### config.mk
export PLATFORM = sky130hd
export DESIGN_NAME = t16c_core
export DESIGN_NICKNAME = d
export VERILOG_FILES = /design/src/rtl/t16c_pkg.sv /design/src/rtl/t16c_core.sv /design/src/rtl/t16c_tick_gen.sv
export SDC_FILE = /design/constraint.sdc
export NUM_CORES = 1
export LEC_CHECK = 0
export BUFFER_PORTS_ARGS = -buffer_cell sky130_fd_sc_hd__buf_2
export CAP_MARGIN = 0
export CORE_MARGIN = 2
export CORE_UTILIZATION = 30
export CTS_BUF_LIST = sky130_fd_sc_hd__clkbuf_16
export DETAILED_ROUTE_END_ITERATION = 8
export SYNTH_ARGS = -nofsm -noshare
export SYNTH_HDL_FRONTEND = slang
export SYNTH_SLANG_ARGS = --single-unit
### constraint.sdc
create_clock -name aclk -period 5.7 [get_ports aclk]
set_clock_uncertainty 0.15 [all_clocks]
set_input_delay 1.425 -clock aclk [delete_from_list [all_inputs] [get_ports aclk]]
set_output_delay 1.425 -clock aclk [all_outputs]
set_load 0.02 [all_outputs]
### src/rtl/t16c_pkg.sv
// t16c_pkg: shared constants and types of the 16-bit timer/counter core
// assumes a 32-bit AXI4-Lite register bus with byte data in the low lane
package t16c_pkg;

	////////////////////////////////////////////////////////////////////////
	// bus geometry and answers
	localparam int ADDR_W = 8;
	localparam int DATA_W = 32;
	localparam logic [1:0] RESP_OKAY = 2'h0;
	localparam logic [1:0] RESP_SLVERR = 2'h2;

	////////////////////////////////////////////////////////////////////////
	// register byte addresses
	localparam logic [ADDR_W-1:0] CTRL_A_OFS = 8'h00;
	localparam logic [ADDR_W-1:0] CTRL_B_OFS = 8'h04;
	localparam logic [ADDR_W-1:0] CNT_LO_OFS = 8'h08;
	localparam logic [ADDR_W-1:0] CNT_HI_OFS = 8'h0c;
	localparam logic [ADDR_W-1:0] CMPA_LO_OFS = 8'h10;
	localparam logic [ADDR_W-1:0] CMPA_HI_OFS = 8'h14;
	localparam logic [ADDR_W-1:0] CMPB_LO_OFS = 8'h18;
	localparam logic [ADDR_W-1:0] CMPB_HI_OFS = 8'h1c;
	localparam logic [ADDR_W-1:0] CAP_LO_OFS = 8'h20;
	localparam logic [ADDR_W-1:0] CAP_HI_OFS = 8'h24;
	localparam logic [ADDR_W-1:0] FLAG_OFS = 8'h28;

	////////////////////////////////////////////////////////////////////////
	// field positions and reset values
	localparam int CS_MSB = 2;
	localparam int CS_LSB = 0;
	localparam int WGM_A_MSB = 1;
	localparam int WGM_A_LSB = 0;
	localparam int WGM_B_MSB = 4;
	localparam int WGM_B_LSB = 3;
	localparam int OVF_BIT = 0;
	localparam logic [7:0] CTRL_RST = 8'h00;
	localparam logic [7:0] BYTE_ZERO = 8'h00;
	localparam logic [15:0] WORD_ZERO = 16'h0000;

	////////////////////////////////////////////////////////////////////////
	// count sequence landmarks
	localparam logic [15:0] CNT_BOTTOM = 16'h0000;
	localparam logic [15:0] CNT_MAX = 16'hffff;
	localparam logic [15:0] TOP_8BIT = 16'h00ff;
	localparam logic [15:0] TOP_9BIT = 16'h01ff;
	localparam logic [15:0] TOP_10BIT = 16'h03ff;
	localparam logic [15:0] CNT_ONE = 16'h0001;

	////////////////////////////////////////////////////////////////////////
	// clock select codes and prescaler masks
	localparam logic [2:0] CS_STOP = 3'h0;
	localparam logic [2:0] CS_DIV1 = 3'h1;
	localparam logic [2:0] CS_DIV8 = 3'h2;
	localparam logic [2:0] CS_DIV64 = 3'h3;
	localparam logic [2:0] CS_DIV256 = 3'h4;
	localparam logic [2:0] CS_DIV1024 = 3'h5;
	localparam logic [2:0] CS_EXT_FALL = 3'h6;
	localparam logic [2:0] CS_EXT_RISE = 3'h7;
	localparam int PRE_W = 10;
	localparam logic [PRE_W-1:0] PRE_MASK8 = 10'h007;
	localparam logic [PRE_W-1:0] PRE_MASK64 = 10'h03f;
	localparam logic [PRE_W-1:0] PRE_MASK256 = 10'h0ff;
	localparam logic [PRE_W-1:0] PRE_MASK1024 = 10'h3ff;
	localparam logic [PRE_W-1:0] PRE_ONE = 10'h001;

	////////////////////////////////////////////////////////////////////////
	// count sequence kinds and top sources
	typedef enum {SEQ_NORMAL, SEQ_CTC, SEQ_FAST, SEQ_DUAL} t16c_seq_e;
	typedef enum {TOPS_MAX, TOPS_8, TOPS_9, TOPS_10, TOPS_CMPA, TOPS_CAP} t16c_tops_e;

endpackage : t16c_pkg

### src/rtl/t16c_core.sv
// t16c_core: 16-bit timer/counter with shared high-byte holding register
// assumes an AXI4-Lite master with byte-wide registers in the low lane
// Functional notes
// - bottom indication when count is zero
// - max indication when count is all ones
// - top chosen by mode: fixed, compare, capture
// - one shared 8-bit high-byte holding register
// - low-byte write loads held high byte together
// - counter and capture low-byte reads copy high byte to holding
// - compare reads bypass the holding register
// - counter high location maps to holding register
// - three-bit clock select in control B
// - select zero stops ticks, count holds
// - each tick clears, increments or decrements
// - each count step changes value by one
// - clear sets all counter bits zero
// - counter accessible whether ticking or not
// - cpu write beats clear and count
// - four-bit mode split across control A, B
// - overflow flag set per mode, usable interrupt
// - external pin edges, rise 7, fall 6
`timescale 1ns/1ns
`default_nettype none
module t16c_core
	import t16c_pkg::*;
(
	input wire logic aclk,
	input wire logic aresetn,
	input wire logic [ADDR_W-1:0] awaddr,
	input wire logic awvalid,
	output logic awready,
	input wire logic [DATA_W-1:0] wdata,
	input wire logic [3:0] wstrb,
	input wire logic wvalid,
	output logic wready,
	output logic [1:0] bresp,
	output logic bvalid,
	input wire logic bready,
	input wire logic [ADDR_W-1:0] araddr,
	input wire logic arvalid,
	output logic arready,
	output logic [DATA_W-1:0] rdata,
	output logic [1:0] rresp,
	output logic rvalid,
	input wire logic rready,
	input wire logic ext_clk_pin,
	output logic [15:0] timer_count_value,
	output logic at_bottom,
	output logic at_max,
	output logic at_top,
	output logic overflow_flag
);
	logic [7:0] control_reg_a, control_reg_b, count_upper_byte;
	logic [15:0] first_compare_value, second_compare_value, capture_value, top_value;
	logic count_up, timer_tick;
	logic [2:0] clock_select_field;
	logic [3:0] waveform_mode_field;
	t16c_seq_e seq;
	t16c_tops_e top_src;

	////////////////////////////////////////////////////////////////////////
	// write channel: address and data held separately, either order
	logic [ADDR_W-1:0] aw_addr_q, wr_word;
	logic [7:0] w_byte_q;
	logic aw_full, w_lane_q, w_full, wr_go, wr_en, wr_hit;
	assign awready = !aw_full;
	assign wready = !w_full;
	assign wr_go = aw_full && w_full && !bvalid;
	assign wr_en = wr_go && w_lane_q;
	assign wr_word = {aw_addr_q[ADDR_W-1:2], 2'b00};
	always_comb begin
		unique case (wr_word)
			CTRL_A_OFS, CTRL_B_OFS, CNT_LO_OFS, CNT_HI_OFS, CMPA_LO_OFS, CMPA_HI_OFS,
			CMPB_LO_OFS, CMPB_HI_OFS, CAP_LO_OFS, CAP_HI_OFS, FLAG_OFS: wr_hit = 1'b1;
			default: wr_hit = 1'b0;
		endcase
	end

	always_ff @(posedge aclk) begin
		if (!aresetn) begin
			aw_full <= 1'b0;
			aw_addr_q <= '0;
		end else if (awvalid && awready) begin
			aw_full <= 1'b1;
			aw_addr_q <= awaddr;
		end else if (wr_go) begin
			aw_full <= 1'b0;
		end
	end

	always_ff @(posedge aclk) begin
		if (!aresetn) begin
			w_full <= 1'b0;
			w_byte_q <= BYTE_ZERO;
			w_lane_q <= 1'b0;
		end else if (wvalid && wready) begin
			w_full <= 1'b1;
			w_byte_q <= wdata[7:0];
			w_lane_q <= wstrb[0];
		end else if (wr_go) begin
			w_full <= 1'b0;
		end
	end

	always_ff @(posedge aclk) begin
		if (!aresetn) begin
			bvalid <= 1'b0;
			bresp <= RESP_OKAY;
		end else if (wr_go) begin
			bvalid <= 1'b1;
			bresp <= wr_hit ? RESP_OKAY : RESP_SLVERR;
		end else if (bready) begin
			bvalid <= 1'b0;
		end
	end

	logic wr_ctrl_a, wr_ctrl_b, wr_cnt_lo, wr_any_hi, wr_cmpa_lo, wr_cmpb_lo, wr_cap_lo, wr_flag;
	assign wr_ctrl_a = wr_en && wr_word == CTRL_A_OFS;
	assign wr_ctrl_b = wr_en && wr_word == CTRL_B_OFS;
	assign wr_cnt_lo = wr_en && wr_word == CNT_LO_OFS;
	assign wr_cmpa_lo = wr_en && wr_word == CMPA_LO_OFS;
	assign wr_cmpb_lo = wr_en && wr_word == CMPB_LO_OFS;
	assign wr_cap_lo = wr_en && wr_word == CAP_LO_OFS;
	assign wr_flag = wr_en && wr_word == FLAG_OFS;
	// every high-byte location lands in the one holding register
	assign wr_any_hi = wr_en && (wr_word == CNT_HI_OFS || wr_word == CMPA_HI_OFS ||
		wr_word == CMPB_HI_OFS || wr_word == CAP_HI_OFS);

	////////////////////////////////////////////////////////////////////////
	// read channel: one word at a time, answer the cycle after arvalid
	logic [ADDR_W-1:0] rd_word;
	logic [7:0] rd_byte;
	logic ar_fire, rd_hit, rd_cnt_lo, rd_cap_lo;
	assign arready = !rvalid;
	assign ar_fire = arvalid && arready;
	assign rd_word = {araddr[ADDR_W-1:2], 2'b00};
	assign rd_cnt_lo = ar_fire && rd_word == CNT_LO_OFS;
	assign rd_cap_lo = ar_fire && rd_word == CAP_LO_OFS;
	always_comb begin
		rd_hit = 1'b1;
		unique case (rd_word)
			CTRL_A_OFS: rd_byte = control_reg_a;
			CTRL_B_OFS: rd_byte = control_reg_b;
			CNT_LO_OFS: rd_byte = timer_count_value[7:0];
			CNT_HI_OFS: rd_byte = count_upper_byte;
			CMPA_LO_OFS: rd_byte = first_compare_value[7:0];
			CMPA_HI_OFS: rd_byte = first_compare_value[15:8];
			CMPB_LO_OFS: rd_byte = second_compare_value[7:0];
			CMPB_HI_OFS: rd_byte = second_compare_value[15:8];
			CAP_LO_OFS: rd_byte = capture_value[7:0];
			CAP_HI_OFS: rd_byte = count_upper_byte;
			FLAG_OFS: rd_byte = {7'h00, overflow_flag};
			default: begin
				rd_byte = BYTE_ZERO;
				rd_hit = 1'b0;
			end
		endcase
	end

	always_ff @(posedge aclk) begin
		if (!aresetn) begin
			rvalid <= 1'b0;
			rdata <= '0;
			rresp <= RESP_OKAY;
		end else if (ar_fire) begin
			rvalid <= 1'b1;
			rdata <= {24'h000000, rd_byte};
			rresp <= rd_hit ? RESP_OKAY : RESP_SLVERR;
		end else if (rready) begin
			rvalid <= 1'b0;
		end
	end

	////////////////////////////////////////////////////////////////////////
	// control and holding registers
	always_ff @(posedge aclk) begin
		if (!aresetn) begin
			control_reg_a <= CTRL_RST;
			control_reg_b <= CTRL_RST;
		end else begin
			if (wr_ctrl_a)
				control_reg_a <= w_byte_q;
			if (wr_ctrl_b)
				control_reg_b <= w_byte_q;
		end
	end

	assign clock_select_field = control_reg_b[CS_MSB:CS_LSB];
	assign waveform_mode_field = {control_reg_b[WGM_B_MSB:WGM_B_LSB],
		control_reg_a[WGM_A_MSB:WGM_A_LSB]};

	// a high-byte write in the same cycle as a low read wins the holding register
	always_ff @(posedge aclk) begin
		if (!aresetn)
			count_upper_byte <= BYTE_ZERO;
		else if (wr_any_hi)
			count_upper_byte <= w_byte_q;
		else if (rd_cnt_lo)
			count_upper_byte <= timer_count_value[15:8];
		else if (rd_cap_lo)
			count_upper_byte <= capture_value[15:8];
	end

	// compare and capture load both bytes at once on the low write
	always_ff @(posedge aclk) begin
		if (!aresetn) begin
			first_compare_value <= WORD_ZERO;
			second_compare_value <= WORD_ZERO;
			capture_value <= WORD_ZERO;
		end else begin
			if (wr_cmpa_lo)
				first_compare_value <= {count_upper_byte, w_byte_q};
			if (wr_cmpb_lo)
				second_compare_value <= {count_upper_byte, w_byte_q};
			if (wr_cap_lo)
				capture_value <= {count_upper_byte, w_byte_q};
		end
	end

	////////////////////////////////////////////////////////////////////////
	// mode decode: sequence kind and top source
	always_comb begin
		unique case (waveform_mode_field)
			4'h1: begin seq = SEQ_DUAL; top_src = TOPS_8; end
			4'h2: begin seq = SEQ_DUAL; top_src = TOPS_9; end
			4'h3: begin seq = SEQ_DUAL; top_src = TOPS_10; end
			4'h4: begin seq = SEQ_CTC; top_src = TOPS_CMPA; end
			4'h5: begin seq = SEQ_FAST; top_src = TOPS_8; end
			4'h6: begin seq = SEQ_FAST; top_src = TOPS_9; end
			4'h7: begin seq = SEQ_FAST; top_src = TOPS_10; end
			4'h8, 4'ha: begin seq = SEQ_DUAL; top_src = TOPS_CAP; end
			4'h9, 4'hb: begin seq = SEQ_DUAL; top_src = TOPS_CMPA; end
			4'hc: begin seq = SEQ_CTC; top_src = TOPS_CAP; end
			4'he: begin seq = SEQ_FAST; top_src = TOPS_CAP; end
			4'hf: begin seq = SEQ_FAST; top_src = TOPS_CMPA; end
			default: begin seq = SEQ_NORMAL; top_src = TOPS_MAX; end
		endcase
	end

	always_comb begin
		unique case (top_src)
			TOPS_MAX: top_value = CNT_MAX;
			TOPS_8: top_value = TOP_8BIT;
			TOPS_9: top_value = TOP_9BIT;
			TOPS_10: top_value = TOP_10BIT;
			TOPS_CMPA: top_value = first_compare_value;
			TOPS_CAP: top_value = capture_value;
		endcase
	end

	assign at_bottom = timer_count_value == CNT_BOTTOM;
	assign at_max = timer_count_value == CNT_MAX;
	assign at_top = timer_count_value == top_value;
	////////////////////////////////////////////////////////////////////////
	// counter unit
	t16c_tick_gen u_tick (
		.aclk(aclk),
		.aresetn(aresetn),
		.clock_select_field(clock_select_field),
		.ext_clk_pin(ext_clk_pin),
		.timer_tick(timer_tick)
	);

	logic step, do_clear, go_up, next_up, ovf_event;
	// a counter low write swallows the tick entirely, including its overflow
	assign step = timer_tick && !wr_cnt_lo;

	always_comb begin
		do_clear = 1'b0;
		go_up = 1'b1;
		next_up = count_up;
		ovf_event = 1'b0;
		unique case (seq)
			SEQ_NORMAL: ovf_event = at_max;
			SEQ_CTC: begin
				do_clear = at_top;
				ovf_event = at_max;
			end
			SEQ_FAST: begin
				do_clear = at_top;
				ovf_event = at_top;
			end
			SEQ_DUAL: begin
				// turn at either end; a top below the count keeps going up to wrap
				if (count_up && at_top)
					next_up = 1'b0;
				else if (!count_up && at_bottom)
					next_up = 1'b1;
				go_up = next_up;
				ovf_event = at_bottom && !count_up;
			end
		endcase
	end

	always_ff @(posedge aclk) begin
		if (!aresetn)
			timer_count_value <= WORD_ZERO;
		else if (wr_cnt_lo)
			timer_count_value <= {count_upper_byte, w_byte_q};
		else if (step && do_clear)
			timer_count_value <= WORD_ZERO;
		else if (step && go_up)
			timer_count_value <= timer_count_value + CNT_ONE;
		else if (step)
			timer_count_value <= timer_count_value - CNT_ONE;
	end
	always_ff @(posedge aclk) begin
		if (!aresetn)
			count_up <= 1'b1;
		else if (seq != SEQ_DUAL)
			count_up <= 1'b1;
		else if (step)
			count_up <= next_up;
	end
	// set beats a write-one clear in the same cycle
	always_ff @(posedge aclk) begin
		if (!aresetn)
			overflow_flag <= 1'b0;
		else if (step && ovf_event)
			overflow_flag <= 1'b1;
		else if (wr_flag && w_byte_q[OVF_BIT])
			overflow_flag <= 1'b0;
	end
endmodule : t16c_core
`default_nettype wire

### src/rtl/t16c_tick_gen.sv
// t16c_tick_gen: timer tick from the prescaler or the external clock pin
// assumes the pin is asynchronous to aclk and slower than aclk / 4
`timescale 1ns/1ns
`default_nettype none
module t16c_tick_gen
	import t16c_pkg::*;
(
	input wire logic aclk,
	input wire logic aresetn,
	input wire logic [2:0] clock_select_field,
	input wire logic ext_clk_pin,
	output logic timer_tick
);

	logic [PRE_W-1:0] pre;
	logic [2:0] pin_sync;
	logic pin_level;
	logic pin_rise;
	logic pin_fall;
	logic next_tick;

	////////////////////////////////////////////////////////////////////////
	// free-running prescaler
	always_ff @(posedge aclk) begin
		if (!aresetn)
			pre <= '0;
		else
			pre <= pre + PRE_ONE;
	end

	// stage 0 feeds stage 1 only; a change counts when stages 1 and 2 agree
	always_ff @(posedge aclk) begin
		if (!aresetn) begin
			pin_sync <= 3'h0;
			pin_level <= 1'b0;
		end else begin
			pin_sync <= {pin_sync[1:0], ext_clk_pin};
			if (pin_sync[1] == pin_sync[2])
				pin_level <= pin_sync[2];
		end
	end

	assign pin_rise = (pin_sync[1] == pin_sync[2]) && pin_sync[2] && !pin_level;
	assign pin_fall = (pin_sync[1] == pin_sync[2]) && !pin_sync[2] && pin_level;

	always_comb begin
		unique case (clock_select_field)
			CS_STOP: next_tick = 1'b0;
			CS_DIV1: next_tick = 1'b1;
			CS_DIV8: next_tick = (pre & PRE_MASK8) == PRE_MASK8;
			CS_DIV64: next_tick = (pre & PRE_MASK64) == PRE_MASK64;
			CS_DIV256: next_tick = (pre & PRE_MASK256) == PRE_MASK256;
			CS_DIV1024: next_tick = (pre & PRE_MASK1024) == PRE_MASK1024;
			CS_EXT_FALL: next_tick = pin_fall;
			CS_EXT_RISE: next_tick = pin_rise;
		endcase
	end

	always_ff @(posedge aclk) begin
		if (!aresetn)
			timer_tick <= 1'b0;
		else
			timer_tick <= next_tick;
	end

endmodule : t16c_tick_gen
`default_nettype wire

==> metrics.txt, run 1 <==
# TYPE chip_impl_metric gauge
chip_impl_metric{name="setup_tns",unit="ns"} 0
chip_impl_info{name="crit_path_start_kind",value="flop"} 1
chip_impl_metric{name="first_global_vias",unit=""} 6581
chip_impl_metric{name="required",unit="ns"} 5.87
chip_impl_info{name="synth_top_flop_cell",value="sky130_fd_sc_hd__dfxtp_1"} 1
chip_impl_metric{name="post_synth.cell_area_avg",unit="sq um"} 8.39
chip_impl_info{name="status",value="finished, final reports clean"} 1
chip_impl_metric{name="final_area",unit="sq um"} 9240
chip_impl_metric{name="synth-compound-area-share",unit=""} 0.199
chip_impl_metric{name="register_bit_total_from_synthesis",unit=""} 134
chip_impl_info{name="critPathLaunch",value="control_reg_a[1]"} 1
chip_impl_metric{name="fp.dieArea",unit="sq um"} 28200
chip_impl_metric{name="drt_first_iter_violations",unit=""} 571
chip_impl_metric{name="critical_path_arrival",unit="ns"} 5.49
chip_impl_metric{name="gp_congestion",unit=""} 0.893
chip_impl_metric{name="antennaDiodeCount",unit=""} 0
chip_impl_metric{name="fillers",unit=""} 2778
chip_impl_metric{name="grt_pass1_wl",unit="mm"} 37.9
chip_impl_metric{name="synth_fa_ha_area_frac",unit=""} 0.0382
chip_impl_info{name="cts_tree",value="built"} 1
chip_impl_metric{name="wirelength",unit="mm"} 24.3
chip_impl_metric{name="nNetsFinal",unit=""} 1084
chip_impl_metric{name="power_per_cell_area",unit="nW/um^2"} 244
chip_impl_info{name="min-delay-start",value="u_tick.pin_sync[0]"} 1
chip_impl_metric{name="numCtsBuffers",unit=""} 17
chip_impl_metric{name="cts_htree_levels",unit=""} 4
chip_impl_metric{name="clockBufferDepth",unit=""} 2
chip_impl_metric{name="placement_row_count",unit=""} 60
chip_impl_metric{name="clkSinkCount",unit=""} 134
chip_impl_metric{name="place_hpwl",unit="mm"} 17.5
chip_impl_metric{name="critPathMaxFanout",unit=""} 11
chip_impl_metric{name="area_delta_synth_final",unit="%"} 14.5
chip_impl_metric{name="layout_min_cycle_time",unit="ns"} 5.32
chip_impl_metric{name="drive_above_1_share",unit=""} 0.141
chip_impl_metric{name="wire_per_inst",unit="um"} 18.0
chip_impl_metric{name="dr_total_vias",unit=""} 7085
chip_impl_metric{name="static-leakage-power",unit="nW"} 3.78
chip_impl_metric{name="cts_post_setup_buffers_inserted",unit=""} 0
chip_impl_info{name="rsz0062_at_grt",value="false"} 1
chip_impl_metric{name="post_synth_xor_area_fraction",unit=""} 0.0261
chip_impl_metric{name="die_height",unit="um"} 168
chip_impl_metric{name="synth_top_area_frac",unit=""} 0.333
chip_impl_metric{name="synthSimpleGateAreaFrac",unit=""} 0.261
chip_impl_metric{name="post_syn_area",unit="sq um"} 8070
chip_impl_metric{name="synth.distinct_cells",unit=""} 65
chip_impl_metric{name="maximum_number_of_pins_on_one_net_before_global_route_repair",unit=""} 104
chip_impl_metric{name="cts.reportedPaths.clkPinSlew",unit="ns"} 0.07
chip_impl_metric{name="slew-limit-headroom",unit=""} 0.196
chip_impl_info{name="synth_largest_area_cell",value="sky130_fd_sc_hd__dfxtp_1"} 1
chip_impl_metric{name="dr_vias_cell",unit=""} 5.23
chip_impl_metric{name="finalMaxSlewViolations",unit=""} 0
chip_impl_metric{name="global_route.usage.total",unit=""} 0.174
chip_impl_metric{name="post_synth_inst_count",unit=""} 962
chip_impl_metric{name="vdd_drop_max",unit="uV"} 240
chip_impl_metric{name="start_util",unit=""} 0.303
chip_impl_metric{name="number_of_failing_hold_endpoints_at_the_final_stage",unit=""} 0
chip_impl_metric{name="clk-insertion-delay-late",unit="ns"} 0.42
chip_impl_info{name="setup.worst_path.class",value="reg -> reg"} 1
chip_impl_metric{name="post_synth_edffs",unit=""} 0
chip_impl_metric{name="gr-total-overflow",unit=""} 0
chip_impl_metric{name="synth.mux.area_fraction",unit=""} 0.0709
chip_impl_metric{name="ant_nets",unit=""} 0
chip_impl_info{name="hold_path_class",value="reg -> reg"} 1
chip_impl_metric{name="detail_route.drc_violations",unit=""} 0
chip_impl_metric{name="placedInstanceArea",unit="sq um"} 8610
chip_impl_metric{name="fmax",unit="MHz"} 188
chip_impl_metric{name="synth_async_sr_flop_share",unit=""} 0
chip_impl_info{name="cts_root_buffer",value="sky130_fd_sc_hd__clkbuf_16"} 1
chip_impl_metric{name="dieWidth",unit="um"} 168
chip_impl_metric{name="max_capacitance_violation_count",unit=""} 0
chip_impl_metric{name="timing.final.crit_share",unit=""} 0.933
chip_impl_metric{name="numPortBuffers",unit=""} 63
chip_impl_metric{name="antenna_found_initial",unit=""} 0
chip_impl_info{name="critPathCaptureType",value="flop"} 1
chip_impl_info{name="critical_path.reg2reg.startpoint",value="control_reg_a[1]"} 1
chip_impl_info{name="leading_cell_types_by_total_area_after_synthesis",value="sky130_fd_sc_hd__dfxtp_1 33%, sky130_fd_sc_hd__nor2b_1 7.1%, sky130_fd_sc_hd__mux2i_1 6.9%, sky130_fd_sc_hd__nand2_1 5.2%, sky130_fd_sc_hd__ha_1 3.6%"} 1
chip_impl_metric{name="detailedRoute.firstPassIterationCount",unit=""} 5
chip_impl_metric{name="synth_warn",unit=""} 0
chip_impl_metric{name="io_pins",unit=""} 121
chip_impl_metric{name="setup_viol",unit=""} 0
chip_impl_metric{name="worstMarginPinSlew",unit="ns"} 1.20
chip_impl_info{name="combinational_family_with_the_most_area_after_synthesis",value="simple AND/OR/NAND/NOR gates"} 1
chip_impl_metric{name="placeableCoreArea",unit="sq um"} 26700
chip_impl_metric{name="synth.yosys.seq_area_share",unit=""} 0.333
cell type report:
type	instances	area, sq um	share of cell area
repair buffers	87	498	0.0539
clock buffers	17	425	0.0460
inverters	24	90.1	0.00975
clock inverters	15	204	0.0221
flip-flops and latches	134	2690	0.291
well taps	341	427	0.0462
multi-input cells	736	4910	0.531
power by group:
part | switching, mW | internal (mW) | total, mW
Sequential | 0.0247 | 0.949 | 0.974
Clock | 0.439 | 0.734 | 1.17
Combinational | 0.0700 | 0.0401 | 0.110
Total | 0.533 | 1.72 | 2.26
cell usage after synthesis (7+ instances only):
cell,number
sky130_fd_sc_hd__ha_1,23
sky130_fd_sc_hd__nand4_1,13
sky130_fd_sc_hd__a22oi_1,16
sky130_fd_sc_hd__and3_1,13
sky130_fd_sc_hd__a222oi_1,13
sky130_fd_sc_hd__dfxtp_1,134
sky130_fd_sc_hd__a31oi_1,7
sky130_fd_sc_hd__mux2i_1,56
sky130_fd_sc_hd__inv_1,24
sky130_fd_sc_hd__nor3_1,15
sky130_fd_sc_hd__nand3_1,37
sky130_fd_sc_hd__xnor2_1,18
sky130_fd_sc_hd__nand2_1,111
sky130_fd_sc_hd__a21o_1,11
sky130_fd_sc_hd__a211o_1,8
sky130_fd_sc_hd__buf_4,26
sky130_fd_sc_hd__a221oi_1,17
sky130_fd_sc_hd__and2_1,15
sky130_fd_sc_hd__nor2_1,34
sky130_fd_sc_hd__buf_2,7
sky130_fd_sc_hd__nor3b_1,16
sky130_fd_sc_hd__nor2b_1,91
sky130_fd_sc_hd__a221oi_2,10
sky130_fd_sc_hd__a21boi_0,37
sky130_fd_sc_hd__a21oi_1,21
sky130_fd_sc_hd__o21ai_0,33
sky130_fd_sc_hd__nand2b_1,21
sky130_fd_sc_hd__nor4_1,8
sky130_fd_sc_hd__clkbuf_1,52
worst paths after layout:
kind | slack (ns) | endpoint | cells after the start
min | 0.29 | u_tick.pin_sync[1] | 1
min reg2reg | 0.29 | u_tick.pin_sync[1] | 1
max reg2reg | 0.38 | timer_count_value[15] | 18
max | 0.38 | timer_count_value[15] | 18
metrics by stage:
step           hold WS, ns  worst slack [ns]   util  instances  total power, mW
6_report             0.289             0.382  0.347       1354             2.26
3_3_place_gp         0.264             0.416  0.323       1322             1.10
4_1_cts              0.291             0.358  0.347       1354             2.28
5_1_grt              0.299           0.00735  0.347       1354             2.33
3_5_place_dp         0.277             0.390  0.323       1322             1.10
2_1_floorplan        0.262             0.678      -        987             1.08
critical path: stages (launching register included):
cell and delay [ns]:
sky130_fd_sc_hd__dfxtp_1 0.57, sky130_fd_sc_hd__nand2b_1 0.41, sky130_fd_sc_hd__a31o_2 0.22, sky130_fd_sc_hd__mux2i_1 0.07, sky130_fd_sc_hd__o21ai_0 0.16, sky130_fd_sc_hd__nand4b_1 0.15
sky130_fd_sc_hd__or4_4 0.61, sky130_fd_sc_hd__a21oi_1 0.17, sky130_fd_sc_hd__nand2b_1 0.33, sky130_fd_sc_hd__ha_1 0.35, sky130_fd_sc_hd__and3_1 0.19, sky130_fd_sc_hd__a221oi_1 0.36
sky130_fd_sc_hd__nand3_1 0.18, sky130_fd_sc_hd__a221o_1 0.36, sky130_fd_sc_hd__a31oi_1 0.34, sky130_fd_sc_hd__o21ai_0 0.22, sky130_fd_sc_hd__o2111a_1 0.18, sky130_fd_sc_hd__mux2i_1 0.13
sky130_fd_sc_hd__nand2_1 0.06
layout by cell type, fill, tap and decap left out, drive strengths merged, types with 11 or more instances in the layout:
master and count:
a21boi 37, a21o 11, a21oi 21, a221oi 27, a222oi 13, a22oi 16
and2 16, and3 13, buf 87, clkbuf 17, conb 26, dfxtp 134
ha 23, inv 26, mux2i 56, nand2 111, nand2b 21, nand3 37
nand4 13, nor2 35, nor2b 91, nor3 15, nor3b 16, o21ai 35
xnor2 18
state kept, by name (all words and copies together), names as in the netlist, 8 cells and up:
name	flops
capture_value	16
control_reg_a	8
control_reg_b	8
count_upper_byte	8
first_compare_value	16
rdata	8
second_compare_value	16
timer_count_value	16
u_tick.pre	10
w_byte_q	8
cell families (layout without fill, tap and decap cells):
kind of cell | count (synthesis) | count (layout)
AOI/OAI and AO/OA | 210 | 210
xor gates and xnor gates | 24 | 24
adders and majority gates | 24 | 24
buffers and inverters | 117 | 143
DFF | 134 | 134
muxes | 57 | 57
other | 1 | 26
and+or+nand+nor | 395 | 395
per-layer routing:
| metal | up-vias | GRT usage | part of all wire |
|---|---|---|---|
| met1 | 3340 | 0.229 | 0.45 |
| li1 | 3470 | - | - |
| met3 | 48 | 0.0310 | 0.063 |
| met4 | 0 | 0.0870 | 0.038 |
| met5 | - | 0 | 0 |
| met2 | 227 | 0.273 | 0.45 |
timing repair:
action | CTS | global route
endpoints found under the setup margin | 0 | 1
gates resized for setup | 0 | 2
hold endpoints to repair | 0 | 0
hold buffers | 0 | 0
Note: power is estimated with default switching activity, not from simulation.
==> run 2, diff against run 1 <==
--- a/config.mk
+++ b/config.mk
@@ -9,7 +9,7 @@
 export CAP_MARGIN = 0
 export CORE_MARGIN = 2
 export CORE_UTILIZATION = 30
-export CTS_BUF_LIST = sky130_fd_sc_hd__clkbuf_16
+export CTS_BUF_LIST = sky130_fd_sc_hd__clkbuf_8
 export DETAILED_ROUTE_END_ITERATION = 8
 export SYNTH_ARGS = -nofsm -noshare
 export SYNTH_HDL_FRONTEND = slang
==> run 2 against run 1 <==
  * Cell area fell by 2.1%
  * Via count up 0.24%
  * Flip-flop and latch count stayed put
  * Sequential power about the same
  * Worst setup slack got worse by 0.021 ns
  * Count of clock-buffer cells in the layout unchanged
  * Die area stayed put
==> metrics.txt, run 2 (same netlist as run 1, synthesis figures left out) <==
# TYPE chip_impl_metric gauge
chip_impl_metric{name="sw_frac_of_total",unit=""} 0.253
chip_impl_info{name="cts_tree",value="built"} 1
chip_impl_metric{name="clkPwrFrac",unit=""} 0.449
chip_impl_metric{name="power.share.combinational",unit=""} 0.056
chip_impl_info{name="status",value="finished, final reports clean"} 1
chip_impl_info{name="critPathCaptureType",value="flop"} 1
chip_impl_metric{name="clk-insertion-delay-late",unit="ns"} 0.46
chip_impl_info{name="crit_path_start_kind",value="flop"} 1
chip_impl_metric{name="detail_route.drc_violations",unit=""} 0
chip_impl_metric{name="global_route.usage.total",unit=""} 0.172
chip_impl_metric{name="fmax",unit="MHz"} 187
chip_impl_metric{name="maximum_number_of_pins_on_one_net_before_global_route_repair",unit=""} 104
chip_impl_metric{name="dr_total_vias",unit=""} 7102
chip_impl_info{name="setup.worst_path.end",value="timer_count_value[15]"} 1
chip_impl_metric{name="placement_row_count",unit=""} 60
chip_impl_info{name="rsz0062_at_grt",value="false"} 1
chip_impl_info{name="rr_endpoint",value="timer_count_value[15]"} 1
chip_impl_metric{name="clockBufferDepth",unit=""} 2
chip_impl_metric{name="number_of_failing_hold_endpoints_at_the_final_stage",unit=""} 0
chip_impl_metric{name="timing.final.crit_share",unit=""} 0.937
chip_impl_metric{name="slew-limit-headroom",unit=""} 0.218
chip_impl_metric{name="antenna_found_initial",unit=""} 0
chip_impl_info{name="final_common_cell",value="sky130_fd_sc_hd__dfxtp_1"} 1
chip_impl_metric{name="setup_tns",unit="ns"} 0
chip_impl_metric{name="required",unit="ns"} 5.91
chip_impl_info{name="most-common-layout-cells",value="132 x sky130_fd_sc_hd__dfxtp_1, 111 x sky130_fd_sc_hd__nand2_1, 91 x sky130_fd_sc_hd__nor2b_1"} 1
chip_impl_metric{name="gp_congestion",unit=""} 0.893
chip_impl_metric{name="numPortBuffers",unit=""} 63
chip_impl_metric{name="dr_vias_cell",unit=""} 5.25
chip_impl_metric{name="start_util",unit=""} 0.303
chip_impl_metric{name="power_per_cell_area",unit="nW/um^2"} 217
chip_impl_metric{name="static-leakage-power",unit="nW"} 3.69
chip_impl_metric{name="clkSinkCount",unit=""} 134
chip_impl_metric{name="drive_above_1_share",unit=""} 0.141
chip_impl_metric{name="setup_viol",unit=""} 0
chip_impl_metric{name="layout_min_cycle_time",unit="ns"} 5.34
chip_impl_info{name="hold_path_class",value="reg -> reg"} 1
chip_impl_metric{name="timing.hold.ws",unit="ns"} 0.288
chip_impl_metric{name="dieWidth",unit="um"} 168
chip_impl_metric{name="cts.reportedPaths.clkPinSlew",unit="ns"} 0.09
chip_impl_metric{name="nNetsFinal",unit=""} 1084
chip_impl_metric{name="wire_per_inst",unit="um"} 17.9
chip_impl_metric{name="numCtsBuffers",unit=""} 17
chip_impl_info{name="setup.worst_path.class",value="reg -> reg"} 1
chip_impl_metric{name="io_pins",unit=""} 121
chip_impl_metric{name="drt_first_iter_violations",unit=""} 555
chip_impl_metric{name="max_capacitance_violation_count",unit=""} 0
chip_impl_metric{name="vdd_drop_max",unit="uV"} 193
chip_impl_metric{name="placeableCoreArea",unit="sq um"} 26700
chip_impl_metric{name="area_delta_synth_final",unit="%"} 12.1
chip_impl_metric{name="first_global_vias",unit=""} 6563
chip_impl_metric{name="cts_post_setup_buffers_inserted",unit=""} 0
chip_impl_metric{name="post-route-util",unit=""} 0.339
chip_impl_metric{name="power_frac_seq",unit=""} 0.495
chip_impl_metric{name="finalMaxSlewViolations",unit=""} 0
chip_impl_metric{name="place_hpwl",unit="mm"} 17.5
chip_impl_info{name="critical_path.reg2reg.startpoint",value="control_reg_a[1]"} 1
chip_impl_metric{name="fillers",unit=""} 2810
chip_impl_metric{name="cts_htree_levels",unit=""} 4
chip_impl_metric{name="grt_pass1_wl",unit="mm"} 37.7
chip_impl_metric{name="sw_power",unit="uW"} 498
chip_impl_metric{name="ant_nets",unit=""} 0
chip_impl_metric{name="critical_path_arrival",unit="ns"} 5.55
chip_impl_metric{name="worstMarginPinSlew",unit="ns"} 1.17
chip_impl_metric{name="die_height",unit="um"} 168
chip_impl_metric{name="dp_slack",unit="ns"} 0.390
chip_impl_info{name="cts_root_buffer",value="sky130_fd_sc_hd__clkbuf_8"} 1
chip_impl_metric{name="fp.dieArea",unit="sq um"} 28200
chip_impl_metric{name="gr-total-overflow",unit=""} 0
chip_impl_metric{name="total_power",unit="mW"} 1.96
chip_impl_metric{name="wirelength",unit="mm"} 24.2
chip_impl_metric{name="r2r_slack",unit="ns"} 0.36
chip_impl_metric{name="critPathMaxFanout",unit=""} 11
chip_impl_metric{name="detailedRoute.firstPassIterationCount",unit=""} 6
chip_impl_info{name="critPathLaunch",value="control_reg_a[1]"} 1
chip_impl_metric{name="cell_internal_pwr",unit="mW"} 1.47
chip_impl_metric{name="reg2reg_depth",unit=""} 18
chip_impl_metric{name="antennaDiodeCount",unit=""} 0
chip_impl_metric{name="post-route-worst-setup-slack",unit="ns"} 0.361
==> run 2: cell counts in the layout (fill, tap and decap cells not counted) <==
Identical to the previous run, type by type.
==> run 2: cell type report <==
cell class / count / area [sq um] / share of cell area
multi-input cells: 736 / 4910 / 0.543
flip-flops and latches: 134 / 2690 / 0.297
repair buffers: 87 / 498 / 0.0550
well taps: 341 / 427 / 0.0472
clock buffers: 17 / 234 / 0.0259
clock inverters: 15 / 204 / 0.0225
inverters: 24 / 90.1 / 0.00996
==> run 2: timing repair <==
item | 4_1_cts | 5_1_grt
hold buffers | 0 | 0
setup endpoints to repair | 0 | 1
endpoints found under the hold margin | 0 | 0
resized for setup | 0 | 2
==> run 2: how the worst min path moves through the flow <==
| stage | slack [ns] | start | cells past startpoint | to |
|---|---|---|---|---|
| 2_1_floorplan | 0.26 | u_tick.pin_sync[0] | 1 | u_tick.pin_sync[1] |
| 3_3_place_gp | 0.26 | u_tick.pin_sync[0] | 1 | u_tick.pin_sync[1] |
| 3_5_place_dp | 0.28 | u_tick.pin_sync[0] | 1 | u_tick.pin_sync[1] |
| 4_1_cts | 0.29 | u_tick.pin_sync[0] | 1 | u_tick.pin_sync[1] |
| 5_1_grt | 0.30 | u_tick.pin_sync[0] | 1 | u_tick.pin_sync[1] |
| 6_report | 0.29 | u_tick.pin_sync[0] | 1 | u_tick.pin_sync[1] |
==> run 2: routing by layer <==
layer	vias up	GRT usage	part of all wire
met5	-	0	0
li1	3470	-	-
met4	0	0.0707	0.031
met2	228	0.273	0.45
met3	46	0.0331	0.058
met1	3358	0.229	0.46
==> run 2: through the flow <==
stage	instances	area (sq um)
6_report	1354	9050
5_1_grt	1354	9050
4_1_cts	1354	9040
3_5_place_dp	1322	8610
3_3_place_gp	1322	8610
2_1_floorplan	987	8160
==> run 2: power by group through the flow <==
stage          combinational (mW)  clock [mW]  sequential [mW]
2_1_floorplan              0.0997           0            0.978
3_3_place_gp                0.109           0            0.993
3_5_place_dp                0.110           0            0.994
4_1_cts                     0.110       0.900            0.972
5_1_grt                     0.121       0.938            0.974
6_report                    0.110       0.882            0.972
==> run 2: critical path: stages (launching register included) <==
cell	delay (ns)
sky130_fd_sc_hd__dfxtp_1	0.45
sky130_fd_sc_hd__nor2_1	0.37
sky130_fd_sc_hd__a221oi_1	0.15
sky130_fd_sc_hd__a311oi_1	0.34
sky130_fd_sc_hd__xnor2_1	0.21
sky130_fd_sc_hd__nand4_1	0.15
sky130_fd_sc_hd__or4_4	0.56
sky130_fd_sc_hd__a21oi_1	0.18
sky130_fd_sc_hd__nand2b_1	0.33
sky130_fd_sc_hd__ha_1	0.35
sky130_fd_sc_hd__and3_1	0.19
sky130_fd_sc_hd__a221oi_1	0.36
sky130_fd_sc_hd__nand3_1	0.18
sky130_fd_sc_hd__a221o_1	0.36
sky130_fd_sc_hd__a31oi_1	0.35
sky130_fd_sc_hd__o21ai_0	0.22
sky130_fd_sc_hd__o2111a_1	0.18
sky130_fd_sc_hd__mux2i_1	0.13
sky130_fd_sc_hd__nand2_1	0.06
==> run 3, diff against run 2 <==
--- a/config.mk
+++ b/config.mk
@@ -5,6 +5,7 @@
 export SDC_FILE = /design/constraint.sdc
 export NUM_CORES = 1
 export LEC_CHECK = 0
+export ABC_AREA = 1
 export BUFFER_PORTS_ARGS = -buffer_cell sky130_fd_sc_hd__buf_2
 export CAP_MARGIN = 0
 export CORE_MARGIN = 2
@@ -14,3 +15,4 @@
 export SYNTH_ARGS = -nofsm -noshare
 export SYNTH_HDL_FRONTEND = slang
 export SYNTH_SLANG_ARGS = --single-unit
+export TNS_END_PERCENT = 100
==> run 3 against run 2 <==
  * Worst hold slack lost 0.020 ns
  * Count of clock-buffer cells in the layout grew 5
  * Area after synthesis shrank 9.2%
  * Die area shrank 9.0%
  * Register-to-register slack gained 0.83 ns
  * Sequential share of layout area grew 3.0 points
  * Utilization grew 0.052 points
  * Cell area shrank 9.1%
  * Critical path depth grew 8
  * Combinational power grew 25%
==> metrics.txt, run 3 <==
# TYPE chip_impl_metric gauge
chip_impl_info{name="status",value="finished, final reports clean"} 1
chip_impl_metric{name="synth.yosys.seq_area_share",unit=""} 0.366
chip_impl_metric{name="synth_async_sr_flop_share",unit=""} 0
chip_impl_metric{name="place_hpwl",unit="mm"} 16.8
chip_impl_metric{name="antennaDiodeCount",unit=""} 0
chip_impl_metric{name="die_height",unit="um"} 160
chip_impl_metric{name="dp_slack",unit="ns"} 1.29
chip_impl_metric{name="power_frac_seq",unit=""} 0.522
chip_impl_metric{name="dr_vias_cell",unit=""} 4.99
chip_impl_metric{name="cts.reportedPaths.clkPinSlew",unit="ns"} 0.07
chip_impl_metric{name="clkPwrFrac",unit=""} 0.404
chip_impl_metric{name="register_bit_total_from_synthesis",unit=""} 134
chip_impl_metric{name="dieWidth",unit="um"} 160
chip_impl_metric{name="numPortBuffers",unit=""} 63
chip_impl_metric{name="required",unit="ns"} 5.85
chip_impl_metric{name="placedInstanceArea",unit="sq um"} 7860
chip_impl_metric{name="worstMarginPinSlew",unit="ns"} 1.00
chip_impl_metric{name="sw_frac_of_total",unit=""} 0.259
chip_impl_metric{name="wire_per_inst",unit="um"} 15.8
chip_impl_metric{name="gr-total-overflow",unit=""} 0
chip_impl_metric{name="grt_pass1_wl",unit="mm"} 35.7
chip_impl_metric{name="detail_route.drc_violations",unit=""} 0
chip_impl_info{name="synth_top_flop_cell",value="sky130_fd_sc_hd__dfxtp_1"} 1
chip_impl_info{name="yosys-top-cells-count",value="215 x sky130_fd_sc_hd__nand2_1, 134 x sky130_fd_sc_hd__dfxtp_1, 122 x sky130_fd_sc_hd__inv_1"} 1
chip_impl_metric{name="synth.distinct_cells",unit=""} 49
chip_impl_metric{name="start_util",unit=""} 0.303
chip_impl_metric{name="drive_above_1_share",unit=""} 0.116
chip_impl_metric{name="numCtsBuffers",unit=""} 17
chip_impl_metric{name="first_global_vias",unit=""} 6437
chip_impl_metric{name="layout_min_cycle_time",unit="ns"} 4.51
chip_impl_info{name="setup.worst_path.class",value="reg -> reg"} 1
chip_impl_metric{name="numPlacedInstances",unit=""} 1408
chip_impl_metric{name="slew-limit-headroom",unit=""} 0.331
chip_impl_metric{name="antenna_found_initial",unit=""} 0
chip_impl_metric{name="io_pins",unit=""} 121
chip_impl_metric{name="number_of_failing_hold_endpoints_at_the_final_stage",unit=""} 0
chip_impl_metric{name="synth_warn",unit=""} 0
chip_impl_info{name="final_common_cell",value="sky130_fd_sc_hd__nand2_1"} 1
chip_impl_info{name="critPathCaptureType",value="flop"} 1
chip_impl_info{name="synth_largest_area_cell",value="sky130_fd_sc_hd__dfxtp_1"} 1
chip_impl_metric{name="r2r_slack",unit="ns"} 1.19
chip_impl_info{name="hold_path_class",value="reg -> reg"} 1
chip_impl_info{name="min_delay_worst_endpoint",value="u_tick.pin_sync[1]"} 1
chip_impl_metric{name="setup_tns",unit="ns"} 0
chip_impl_metric{name="critPathMaxFanout",unit=""} 17
chip_impl_info{name="most-common-layout-cells",value="215 x sky130_fd_sc_hd__nand2_1, 134 x sky130_fd_sc_hd__dfxtp_1, 128 x sky130_fd_sc_hd__inv_1"} 1
chip_impl_metric{name="area_delta_synth_final",unit="%"} 12.3
chip_impl_metric{name="fmax",unit="MHz"} 222
chip_impl_metric{name="vdd_drop_max",unit="uV"} 139
chip_impl_metric{name="fillers",unit=""} 2600
chip_impl_metric{name="ff_latch_area",unit="sq um"} 2680
chip_impl_info{name="cts_tree",value="built"} 1
chip_impl_metric{name="clk-insertion-delay-late",unit="ns"} 0.45
chip_impl_metric{name="gp_congestion",unit=""} 0.896
chip_impl_metric{name="layout.cells.non_filler",unit=""} 1439
chip_impl_metric{name="cts_post_setup_buffers_inserted",unit=""} 0
chip_impl_metric{name="sw_power",unit="uW"} 481
chip_impl_info{name="crit_path_start_kind",value="flop"} 1
chip_impl_metric{name="total_power",unit="mW"} 1.86
chip_impl_metric{name="static-leakage-power",unit="nW"} 3.37
chip_impl_metric{name="multi_input_comb_area",unit="sq um"} 3880
chip_impl_metric{name="cts_htree_levels",unit=""} 4
chip_impl_info{name="rsz0062_at_grt",value="false"} 1
chip_impl_metric{name="post-route-worst-setup-slack",unit="ns"} 1.19
chip_impl_metric{name="dr_total_vias",unit=""} 7179
chip_impl_metric{name="hold_depth",unit=""} 2
chip_impl_metric{name="maximum_number_of_pins_on_one_net_before_global_route_repair",unit=""} 72
chip_impl_metric{name="synth_top_area_frac",unit=""} 0.366
chip_impl_info{name="critical_path.reg2reg.startpoint",value="w_full"} 1
chip_impl_metric{name="reg2reg_depth",unit=""} 26
chip_impl_info{name="leading_cell_types_by_total_area_after_synthesis",value="sky130_fd_sc_hd__dfxtp_1 37%, sky130_fd_sc_hd__nand2_1 11%, sky130_fd_sc_hd__inv_1 6.3%, sky130_fd_sc_hd__o21ai_0 5.5%, sky130_fd_sc_hd__a21oi_1 5.4%"} 1
chip_impl_metric{name="post_synth_edffs",unit=""} 0
chip_impl_metric{name="final_area",unit="sq um"} 8220
chip_impl_metric{name="setup_viol",unit=""} 0
chip_impl_metric{name="cts_hold_repair.buffers",unit=""} 0
chip_impl_metric{name="post_synth.cell_area_avg",unit="sq um"} 6.99
chip_impl_metric{name="timing.final.crit_share",unit=""} 0.791
chip_impl_metric{name="max_capacitance_violation_count",unit=""} 0
chip_impl_metric{name="placeableCoreArea",unit="sq um"} 24200
chip_impl_metric{name="critical_path_arrival",unit="ns"} 4.66
chip_impl_metric{name="global_route.usage.total",unit=""} 0.178
chip_impl_metric{name="nNetsFinal",unit=""} 1187
chip_impl_metric{name="power_per_cell_area",unit="nW/um^2"} 226
chip_impl_metric{name="power.share.combinational",unit=""} 0.074
chip_impl_info{name="cts_root_buffer",value="sky130_fd_sc_hd__clkbuf_8"} 1
chip_impl_metric{name="wirelength",unit="mm"} 22.7
chip_impl_info{name="yosysMostFrequentCell",value="sky130_fd_sc_hd__nand2_1"} 1
chip_impl_metric{name="post_syn_area",unit="sq um"} 7320
chip_impl_metric{name="post-route-util",unit=""} 0.340
chip_impl_metric{name="post_synth_inst_count",unit=""} 1047
chip_impl_metric{name="cell_internal_pwr",unit="mW"} 1.38
chip_impl_metric{name="cts-resized-gates",unit=""} 0
chip_impl_info{name="min-delay-start",value="u_tick.pin_sync[0]"} 1
chip_impl_metric{name="fp.dieArea",unit="sq um"} 25700
chip_impl_metric{name="timing.hold.ws",unit="ns"} 0.268
chip_impl_metric{name="drt_first_iter_violations",unit=""} 710
chip_impl_info{name="rr_endpoint",value="timer_count_value[12]"} 1
chip_impl_metric{name="ant_nets",unit=""} 0
chip_impl_metric{name="detailedRoute.firstPassIterationCount",unit=""} 8
chip_impl_metric{name="clockBufferDepth",unit=""} 2
chip_impl_metric{name="clkSinkCount",unit=""} 134
chip_impl_metric{name="placement_row_count",unit=""} 57
chip_impl_metric{name="finalMaxSlewViolations",unit=""} 0
run 3: cell count changes after synthesis, sizes merged, moves of 21 or more:
cell    previous run  this run
clkbuf            52        27
o21ai             35        82
nor2b             91         0
nor2              35       104
nand2b            21         0
nand3             37        62
a21boi            37         2
nand2            111       222
inv               24       128
a211oi             2        34
a21oi             21        81
mux2i             56         0
run 3: worst max-delay path by stage:
stage,endpoint,depth (start not counted),slack [ns],start
2_1_floorplan,timer_count_value[12],23,1.86,timer_count_value[1]
5_1_grt,timer_count_value[12],26,0.62,w_full
3_3_place_gp,timer_count_value[12],26,1.29,w_full
4_1_cts,timer_count_value[12],26,1.25,w_full
3_5_place_dp,timer_count_value[12],26,1.29,w_full
6_report,timer_count_value[12],26,1.19,w_full
run 3: worst max-delay path: stages (launching register included):
cell and delay [ns]:
sky130_fd_sc_hd__dfxtp_1 0.33, sky130_fd_sc_hd__inv_1 0.06, sky130_fd_sc_hd__nor3_1 0.30, sky130_fd_sc_hd__nand2_1 0.23, sky130_fd_sc_hd__inv_1 0.14, sky130_fd_sc_hd__nand3_1 0.25
sky130_fd_sc_hd__clkinv_1 0.37, sky130_fd_sc_hd__nor2_1 0.07, sky130_fd_sc_hd__buf_4 0.18, sky130_fd_sc_hd__nand2_2 0.17, sky130_fd_sc_hd__inv_1 0.08, sky130_fd_sc_hd__fa_1 0.39
sky130_fd_sc_hd__nor2_1 0.16, sky130_fd_sc_hd__nand2_1 0.06, sky130_fd_sc_hd__nand2_1 0.10, sky130_fd_sc_hd__nand3_1 0.10, sky130_fd_sc_hd__nand2_1 0.11, sky130_fd_sc_hd__nand2_1 0.09
sky130_fd_sc_hd__nand2_1 0.07, sky130_fd_sc_hd__nand2_1 0.06, sky130_fd_sc_hd__a21oi_1 0.17, sky130_fd_sc_hd__nand2_1 0.07, sky130_fd_sc_hd__nand2_1 0.10, sky130_fd_sc_hd__a21boi_0 0.11
sky130_fd_sc_hd__or2_2 0.28, sky130_fd_sc_hd__nand3_1 0.07, sky130_fd_sc_hd__a31oi_1 0.07
run 3: logic make-up (layout without fill, tap and decap cells):
kind of cell    after synthesis  after routing  synth area share
simple gates                432            432             0.254
other cells                   1             26          0.000512
fa+ha+maj                    24             24            0.0420
flops                       134            134             0.366
xor+xnor                      5              5           0.00598
buf+inv                     191            234             0.117
compound gates              260            260             0.214
run 3: power by group through the flow:
stage / Clock, mW / Sequential [mW] / Combinational [mW]
after floorplan: 0 / 0.984 / 0.105
after global placement: 0 / 0.989 / 0.136
after detailed placement: 0 / 0.989 / 0.137
after CTS: 0.765 / 0.967 / 0.137
after global routing: 0.808 / 0.970 / 0.153
final: 0.750 / 0.969 / 0.138
run 3: area by class of cell:
cell class,instances,area share
inverter,131,0.0607
tap,324,0.0493
sequential,134,0.326
clock inverter,9,0.00761
clock buffer,22,0.0368
multi-input combinational,747,0.473
timing repair buffer,72,0.0466
run 3: layer usage:
metal	track usage	wire, um	share of wire	vias to the layer above
met5	0	0	0	-
met3	0.0364	1640	0.072	32
met4	0.0590	463	0.020	0
met1	0.260	11000	0.48	3268
li1	-	-	-	3613
met2	0.260	9630	0.42	266
